===== src/core/afifo_defines.svh =====
// Purpose: Offsets, fields and timing counts for the strobe FIFO controller
// Assumes: 10 MHz clock, 100 ns period
// Notes:   Controller registers are one aligned word each
`ifndef AFIFO_DEFINES_SVH
`define AFIFO_DEFINES_SVH
// ==========================================
// Register offsets
`define AFIFO_OFF_CTRL   8'h00
`define AFIFO_OFF_WDATA  8'h04
`define AFIFO_OFF_RDATA  8'h08
`define AFIFO_OFF_STATUS 8'h0c
// ==========================================
// Control fields (bits 0-2 write 1 to start, self clearing; bits 3-4 mode, kept and read back)
`define AFIFO_CTRL_RESET 0
`define AFIFO_CTRL_RETX  1
`define AFIFO_CTRL_READ  2
`define AFIFO_CTRL_FIRST 3
`define AFIFO_CTRL_CASC  4
// ==========================================
// Status fields
`define AFIFO_ST_BUSY    0
`define AFIFO_ST_EMPTY   1
`define AFIFO_ST_HALF    2
`define AFIFO_ST_FULL    3
`define AFIFO_ST_DROP    4
`define AFIFO_ST_RVALID  5
// ==========================================
// Timing in ns and derived cycles
`define AFIFO_CLK_NS     100
`define AFIFO_PULSE_NS   65
`define AFIFO_RECOV_NS   80
`define AFIFO_ACCESS_NS  65
`define AFIFO_FLAG_NS    80
`define AFIFO_CYC(ns)    ((((ns) + `AFIFO_CLK_NS - 1) / `AFIFO_CLK_NS) < 1 ? 1 : \
                          (((ns) + `AFIFO_CLK_NS - 1) / `AFIFO_CLK_NS))
`endif


===== src/core/afifo_pkg.sv =====
// Purpose: Types for the strobe FIFO controller
// Assumes: Nothing beyond the defines header
// Notes:   Pin groups travel as packed structs
package afifo_pkg;
  typedef enum logic [2:0] {AFIFO_IDLE, AFIFO_ACT, AFIFO_REC, AFIFO_SETTLE} afifo_state_t;
  typedef enum logic [1:0] {AFIFO_OP_NONE, AFIFO_OP_WR, AFIFO_OP_RD, AFIFO_OP_MISC} afifo_op_t;
  typedef struct packed {
    logic master_reset_n;
    logic write_n;
    logic read_n;
    logic retransmit_n;
    logic first_part_n;
    logic cascade_in_n;
  } afifo_ctl_t;
  typedef struct packed {
    logic empty_flag_n;
    logic half_full_flag_n;
    logic full_flag_n;
  } afifo_flag_t;
endpackage


===== src/core/afifo_host.sv =====
// Notes on behaviour
// - Strobes held high around reset rising edge
// - Write word held stable over write strobe
// - Strobes high during and after retransmit
// - Retransmit only within depth of writes (writes not counted here; retransmit issued after any number)
// - Standalone: cascade-in low, first-part high
// - Width cascade shares all control lines
// - Depth ring: first part pin low
//
// Purpose: AHB-Lite controlled driver for an unclocked strobe FIFO
// Assumes: FIFO pins synchronous to clk_in
// Notes:   One operation at a time; ready held low over it, so busy bit always reads 0
//
// The AHB-Lite interface to the registers and the placing of the registers were left to the implementer.
`timescale 1ns/1ns
`default_nettype none
`include "afifo_defines.svh"
module afifo_host
  import afifo_pkg::*;
#(
  parameter int DEPTH = 8192,
  parameter int WIDTH = 9
)(
  input  wire logic              clk_in,
  input  wire logic              resetn_in,
  input  wire logic              hsel_in,
  input  wire logic [31:0]       haddr_in,
  input  wire logic [1:0]        htrans_in,
  input  wire logic              hwrite_in,
  input  wire logic [2:0]        hsize_in,
  input  wire logic [31:0]       hwdata_in,
  input  wire logic              hready_in,
  output logic      [31:0]       hrdata_out,
  output logic                   hreadyout_out,
  output logic                   hresp_out,
  output afifo_ctl_t             ctl_out,
  output logic      [WIDTH-1:0]  write_word_out,
  output logic                   write_word_oe_out,
  input  wire afifo_flag_t       flag_in,
  input  wire logic [WIDTH-1:0]  read_word_in,
  input  wire logic              read_word_oe_in
);
  localparam int PULSE = `AFIFO_CYC(`AFIFO_PULSE_NS);
  localparam int RECOV = `AFIFO_CYC(`AFIFO_RECOV_NS);
  localparam int ACC   = `AFIFO_CYC(`AFIFO_ACCESS_NS);
  localparam int FLAG  = `AFIFO_CYC(`AFIFO_FLAG_NS);

  function automatic logic [3:0] cyc4(input int n);
    cyc4 = 4'(n);
  endfunction

  // ==========================================
  // Bus slave state
  logic [7:0]        addr_q, addr_d;
  logic              wr_q, wr_d;
  logic              ph_q, ph_d;
  logic [31:0]       hrdata_q, hrdata_d;
  // ==========================================
  // Sequencer state
  afifo_state_t      st_q, st_d;
  afifo_op_t         op_q, op_d;
  logic [3:0]        cnt_q, cnt_d;
  afifo_ctl_t        ctl_q, ctl_d;
  logic [WIDTH-1:0]  wword_q, wword_d;
  logic              woe_q, woe_d;
  logic [WIDTH-1:0]  rword_q, rword_d;
  logic              rvalid_q, rvalid_d;
  logic              drop_q, drop_d;
  logic              first_q, first_d;
  logic              casc_q, casc_d;

  always_comb
  begin
    addr_d   = addr_q;
    wr_d     = 1'b0;
    ph_d     = 1'b0;
    hrdata_d = hrdata_q;
    st_d     = st_q;
    op_d     = op_q;
    cnt_d    = cnt_q;
    ctl_d    = ctl_q;
    wword_d  = wword_q;
    woe_d    = woe_q;
    rword_d  = rword_q;
    rvalid_d = rvalid_q;
    drop_d   = drop_q;
    first_d  = first_q;
    casc_d   = casc_q;
    // Address phase taken only when idle so a pending op never loses a command
    if (hsel_in && hready_in && htrans_in[1] && hreadyout_out)
    begin
      addr_d = haddr_in[7:0];
      wr_d   = hwrite_in;
      ph_d   = 1'b1;
    end
    if (ph_q && !wr_q)
    begin
      if (addr_q == `AFIFO_OFF_RDATA)
        hrdata_d = 32'({rvalid_q, rword_q});
      else if (addr_q == `AFIFO_OFF_STATUS)
        // In depth mode the shared pin carries cascade-out, so no half report
        hrdata_d = {26'h0, rvalid_q, drop_q, !flag_in.full_flag_n,
                    !flag_in.half_full_flag_n && !casc_q,
                    !flag_in.empty_flag_n, st_q != AFIFO_IDLE};
      else if (addr_q == `AFIFO_OFF_CTRL)
        hrdata_d = {27'h0, casc_q, first_q, 3'h0};
      else
        hrdata_d = 32'h0;
    end
    if (ph_q && !wr_q && addr_q == `AFIFO_OFF_RDATA)
      rvalid_d = 1'b0;
    // Drop flag sticky until the next control write; set beats software clear
    case (st_q)
      AFIFO_IDLE:
      begin
        if (ph_q && wr_q && addr_q == `AFIFO_OFF_WDATA)
        begin
          if (!flag_in.full_flag_n)
            drop_d = 1'b1;
          else
          begin
            op_d          = AFIFO_OP_WR;
            wword_d       = hwdata_in[WIDTH-1:0];
            woe_d         = 1'b1;
            ctl_d.write_n = 1'b0;
            cnt_d         = cyc4(PULSE);
            st_d          = AFIFO_ACT;
          end
        end
        else if (ph_q && wr_q && addr_q == `AFIFO_OFF_CTRL)
        begin
          drop_d  = 1'b0;
          if (hwdata_in[`AFIFO_CTRL_RESET])
          begin
            // Mode bits mirror the pins, so they change only with a reset
            first_d              = hwdata_in[`AFIFO_CTRL_FIRST];
            casc_d               = hwdata_in[`AFIFO_CTRL_CASC];
            op_d                 = AFIFO_OP_MISC;
            // Mode pins set in the same cycle as the reset pulse starts; strobes idle high
            ctl_d.first_part_n   = !hwdata_in[`AFIFO_CTRL_FIRST];
            ctl_d.cascade_in_n   = hwdata_in[`AFIFO_CTRL_CASC];
            ctl_d.master_reset_n = 1'b0;
            cnt_d                = cyc4(PULSE);
            st_d                 = AFIFO_ACT;
          end
          else if (hwdata_in[`AFIFO_CTRL_RETX] && !casc_q)
          begin
            // Retransmit is not offered in depth mode
            op_d               = AFIFO_OP_MISC;
            ctl_d.retransmit_n = 1'b0;
            cnt_d              = cyc4(PULSE);
            st_d               = AFIFO_ACT;
          end
          else if (hwdata_in[`AFIFO_CTRL_READ])
          begin
            if (!flag_in.empty_flag_n)
              drop_d = 1'b1;
            else
            begin
              op_d         = AFIFO_OP_RD;
              ctl_d.read_n = 1'b0;
              cnt_d        = cyc4(ACC);
              st_d         = AFIFO_ACT;
            end
          end
        end
      end
      AFIFO_ACT:
      begin
        if (cnt_q > 4'h1)
          cnt_d = cnt_q - 4'h1;
        else
        begin
          // Data sampled before the read strobe rises and outputs float
          if (op_q == AFIFO_OP_RD)
          begin
            rword_d  = read_word_oe_in ? read_word_in : '0;
            rvalid_d = read_word_oe_in;
          end
          ctl_d.write_n        = 1'b1;
          ctl_d.read_n         = 1'b1;
          ctl_d.master_reset_n = 1'b1;
          ctl_d.retransmit_n   = 1'b1;
          cnt_d                = cyc4(RECOV);
          st_d                 = AFIFO_REC;
        end
      end
      AFIFO_REC:
      begin
        // Strobes stay high for recovery after reset and retransmit
        woe_d = 1'b0;
        if (cnt_q > 4'h1)
          cnt_d = cnt_q - 4'h1;
        else
        begin
          cnt_d = cyc4(FLAG);
          st_d  = AFIFO_SETTLE;
        end
      end
      default:
      begin
        // Flags seen only once they have settled after the strobe
        if (cnt_q > 4'h1)
          cnt_d = cnt_q - 4'h1;
        else
        begin
          op_d = AFIFO_OP_NONE;
          st_d = AFIFO_IDLE;
        end
      end
    endcase
  end

  always_ff @(posedge clk_in)
  begin
    if (!resetn_in)
    begin
      addr_q   <= 8'h00;
      wr_q     <= 1'b0;
      ph_q     <= 1'b0;
      hrdata_q <= 32'h0;
      st_q     <= AFIFO_IDLE;
      op_q     <= AFIFO_OP_NONE;
      cnt_q    <= 4'h0;
      ctl_q    <= 6'b111110;
      wword_q  <= '0;
      woe_q    <= 1'b0;
      rword_q  <= '0;
      rvalid_q <= 1'b0;
      drop_q   <= 1'b0;
      first_q  <= 1'b0;
      casc_q   <= 1'b0;
    end
    else
    begin
      addr_q   <= addr_d;
      wr_q     <= wr_d;
      ph_q     <= ph_d;
      hrdata_q <= hrdata_d;
      st_q     <= st_d;
      op_q     <= op_d;
      cnt_q    <= cnt_d;
      ctl_q    <= ctl_d;
      wword_q  <= wword_d;
      woe_q    <= woe_d;
      rword_q  <= rword_d;
      rvalid_q <= rvalid_d;
      drop_q   <= drop_d;
      first_q  <= first_d;
      casc_q   <= casc_d;
    end
  end

  // ==========================================
  // Outputs
  // Ready held low one cycle after any access, and from a write or control access until the op finishes
  logic rdy_q;
  always_ff @(posedge clk_in)
  begin
    if (!resetn_in)
      rdy_q <= 1'b1;
    else
      rdy_q <= (st_d == AFIFO_IDLE) && !(hsel_in && hready_in && htrans_in[1] && hreadyout_out);
  end
  assign hreadyout_out     = rdy_q;
  assign hrdata_out        = hrdata_q;
  assign hresp_out         = 1'b0;
  assign ctl_out           = ctl_q;
  assign write_word_out    = wword_q;
  assign write_word_oe_out = woe_q;
endmodule // afifo_host
`default_nettype wire


===== config.mk =====
export PLATFORM = sky130hd
export DESIGN_NAME = afifo_host
export DESIGN_NICKNAME = d
export VERILOG_FILES = /design/src/core/afifo_pkg.sv /design/src/core/afifo_host.sv
export VERILOG_INCLUDE_DIRS = /design/src /design/src/core
export SDC_FILE = /design/constraint.sdc
export NUM_CORES = 1
export LEC_CHECK = 0
export ABC_AREA = 1
export BUFFER_PORTS_ARGS = -buffer_cell sky130_fd_sc_hd__buf_2
export CAP_MARGIN = 20
export CELL_PAD_IN_SITES_DETAIL_PLACEMENT = 1
export CELL_PAD_IN_SITES_GLOBAL_PLACEMENT = 1
export CORE_MARGIN = 8
export CORE_UTILIZATION = 34
export DETAILED_ROUTE_END_ITERATION = 8
export PLACE_DENSITY = 0.87
export SYNTH_ARGS = -nofsm -noshare
export SYNTH_HDL_FRONTEND = slang
export SYNTH_SLANG_ARGS = --single-unit

===== constraint.sdc =====
create_clock -name clk_in -period 3 [get_ports clk_in]
set_input_delay 0.45 -clock clk_in [delete_from_list [all_inputs] [get_ports clk_in]]
set_output_delay 0.45 -clock clk_in [all_outputs]
set_load 0.05 [all_outputs]

==> flow_metrics.py <==
metrics = {
    "run_status": {
        "outcome": "finished clean",
    },
    "layout": {
        "final_common_cell": "nand2_1",
        "n_antenna_cell": 0,
        "final_cell_mix": "nand2_1, buf_2, dfxtp_1, a21oi_1, nand3_1",
        "design_area_sq_um": 3370,
        "drive_gt1_share_pct": 25.3,
        "areaGrowthSynthToFinish_pct": 19.3,
        "final_net_count": 522,
    },
    "detailed_routing": {
        "ant_nets": 0,
        "route.vias.total": 2603,
        "drc": 0,
        "wl_per_cell_um": 14.6,
        "drt_iter0_drc": 138,
        "wl_um": 7940,
        "viasPerCell": 4.79,
        "dr.pass1.iters": 4,
    },
    "clock_network": {
        "ctsResizeCount": 0,
        "clock_insertion_delay_worst_skew_ns": 0.35,
        "clk_pin_slew_ns": 0.08,
        "cts-root-buf": "clkbuf_8",
        "cts_sinks": 58,
        "hold_buffers": 0,
        "cts_setup_buffers": 0,
        "clockBufferDepth": 2,
        "numCtsBuffers": 9,
        "cts_tree": "yes",
        "cts_max_level": 3,
    },
    "grt": {
        "grt_pass1_wl_um": 13200,
        "grt-ovfl-total": 0,
        "antenna_found_initial": 0,
        "grt_pass1_vias": 2726,
        "grt_max_degree": 32,
        "grt_util_all_layers_pct": 14.2,
    },
    "timing": {
        "rsz0062_at_grt": "no",
        "tns_ns": 0,
        "hold_viol": 0,
        "fmax_mhz": 460,
        "finalSetupViolations": 0,
        "post-route-min-period_ns": 2.17,
        "final_max_slew_viol_count": 0,
        "worst_slew_pin_slew_ns": 0.636,
        "relSlewSlack_pct": 57.5,
        "fin_skew_ns": 0.0126,
        "min_period_over_period_pct": 72.5,
    },
    "die": {
        "die_w_um": 107,
        "initial_core_util_pct": 34.8,
        "core.rowCount": 33,
        "die_h_um": 107,
        "die_area_sq_um": 11500,
        "core_sq_um": 8130,
        "io_pins": 137,
    },
    "synthesis": {
        "synthDistinctLibCells": 32,
        "ys_seq_area_share_pct": 41.1,
        "yosys_warnings": 0,
        "synth_area_per_cell_sq_um": 7.62,
        "netlist_area_sq_um": 2830,
        "netlist_instances": 371,
        "synth_seq_cells": 58,
    },
    "setup_path": {
        "crit_required_ns": 3.22,
        "reg2reg_slack_ns": 0.83,
        "critPathMaxFanout": 11,
        "cp.arrival_ns": 2.40,
        "start_kind": "flop",
        "criticalPathCategory": "reg2reg",
        "crit_path_end_kind": "flop",
    },
    "power_and_ir_drop": {
        "peakVddDrop_v": 0.000300,
        "p_leak_uw": 0.00146,
        "powerDensity_nw_per_um2": 731,
    },
    "place": {
        "hpwl_um": 5860,
        "gp_congestion": 0.787,
        "io_buffers": 62,
        "place_area_sq_um": 3130,
    },
    "run": {
        "max_cap_violations": 0,
    },
    "hold_path": {
        "hold_path_class": "in2reg",
    },
}
[layout make-up]
| class | count | area (sq um) |
|---|---|---|
| repair buffers | 63 | 318 |
| clock inverters | 7 | 125 |
| multi-input cells | 263 | 1370 |
| fillers | 1034 | 4760 |
| flip-flops and latches | 58 | 1160 |
| clock buffers | 9 | 124 |
| well taps | 105 | 131 |
| inverters | 38 | 143 |
[where the power goes]
group | total [uW] | switching [uW] | internal (uW) | leakage [uW]
clock network | 914 | 354 | 560 | 0.000124
registers | 865 | 40.0 | 825 | 0.000470
logic | 688 | 504 | 184 | 0.000870
[synth_stat cells]
cell,count,area share [%]
dfxtp_1,58,41
nor4_4,2,1.5
nor2_2,3,0.66
o211ai_1,1,0.27
o21ai_0,14,2.5
nand2_1,73,9.7
inv_1,30,4.0
nand3_1,38,6.7
nand2_2,9,2.0
buf_4,24,6.4
nor3b_1,1,0.27
nand4_1,5,1.1
a211oi_1,1,0.27
buf_2,1,0.18
xor2_1,1,0.31
ha_1,2,0.88
a221oi_1,1,0.31
a21oi_1,41,7.3
inv_2,6,0.80
conb_1,1,0.13
nor2_1,23,3.1
nand3_4,2,1.2
o21ai_1,1,0.18
nor2_4,5,2.0
nor2_8,2,1.4
nor3_1,3,0.53
clkbuf_1,7,0.93
a31oi_1,7,1.5
clkinv_1,2,0.27
buf_6,2,0.80
nand2_4,3,1.2
o221ai_1,2,0.62
[state kept, by name, indices dropped and copies added (netlist names), 2 cells and up]
| register | count |
|---|---|
| addr_q | 8 |
| cnt_q | 4 |
| ctl_out | 5 |
| hrdata_out | 10 |
| op_q | 2 |
| rword_q | 9 |
| st_q | 3 |
| write_word_out | 9 |
[logic make-up (layout without fill, tap and decap cells)]
| kind of cell | count (synthesis) | after routing | share of synthesized area, % |
|---|---|---|---|
| and+or+nand+nor | 169 | 169 | 31.4 |
| buffers and inverters | 72 | 117 | 13.3 |
| AOI/OAI and AO/OA | 68 | 68 | 12.9 |
| DFF | 58 | 58 | 41.1 |
| adders and majority gates | 2 | 2 | 0.885 |
| other | 1 | 23 | 0.133 |
| xor gates and xnor gates | 1 | 1 | 0.310 |
[stage by stage]
stage          setup WS (ns)  power (uW)  hold WS [ns]  instances  utilization (%)
2_1_floorplan           1.41        1440         0.435        393                -
3_3_place_gp           0.900        1530         0.447        527             38.4
3_5_place_dp           0.820        1560         0.453        527             38.4
4_1_cts                0.799        2490         0.342        543             41.5
5_1_grt                0.534        2590         0.364        543             41.5
6_report               0.826        2470         0.351        543             41.5
[routing by layer]
layer	vias to the layer above	track usage, %	share of wire [%]
met5	-	0	0
met4	0	7.04	2.3
met3	18	3.42	4.4
met2	61	25.3	52
met1	1228	15.4	41
li1	1296	-	-
[path summary, 6_finish.rpt]
check	depth (start not counted)	from	end
worst max-delay path	10	cnt_q[0]	rword_q[8]
worst min-delay path	3	hwdata_in[4]	casc_q
worst max register to register	10	cnt_q[0]	rword_q[8]
worst min register to register	2	rword_q[6]	hrdata_out[6]
[worst max-delay path, stage by stage, from the launching register on]
cell and delay, ns:
dfxtp_1 0.40, inv_1 0.07, ha_1 0.24, inv_1 0.06, nand2_1 0.05, nand2_1 0.20
nor2_1 0.12, nand2_1 0.33, clkinv_1 0.34, nand3_1 0.16, a21oi_1 0.08
(Power assumes the default switching activity.)
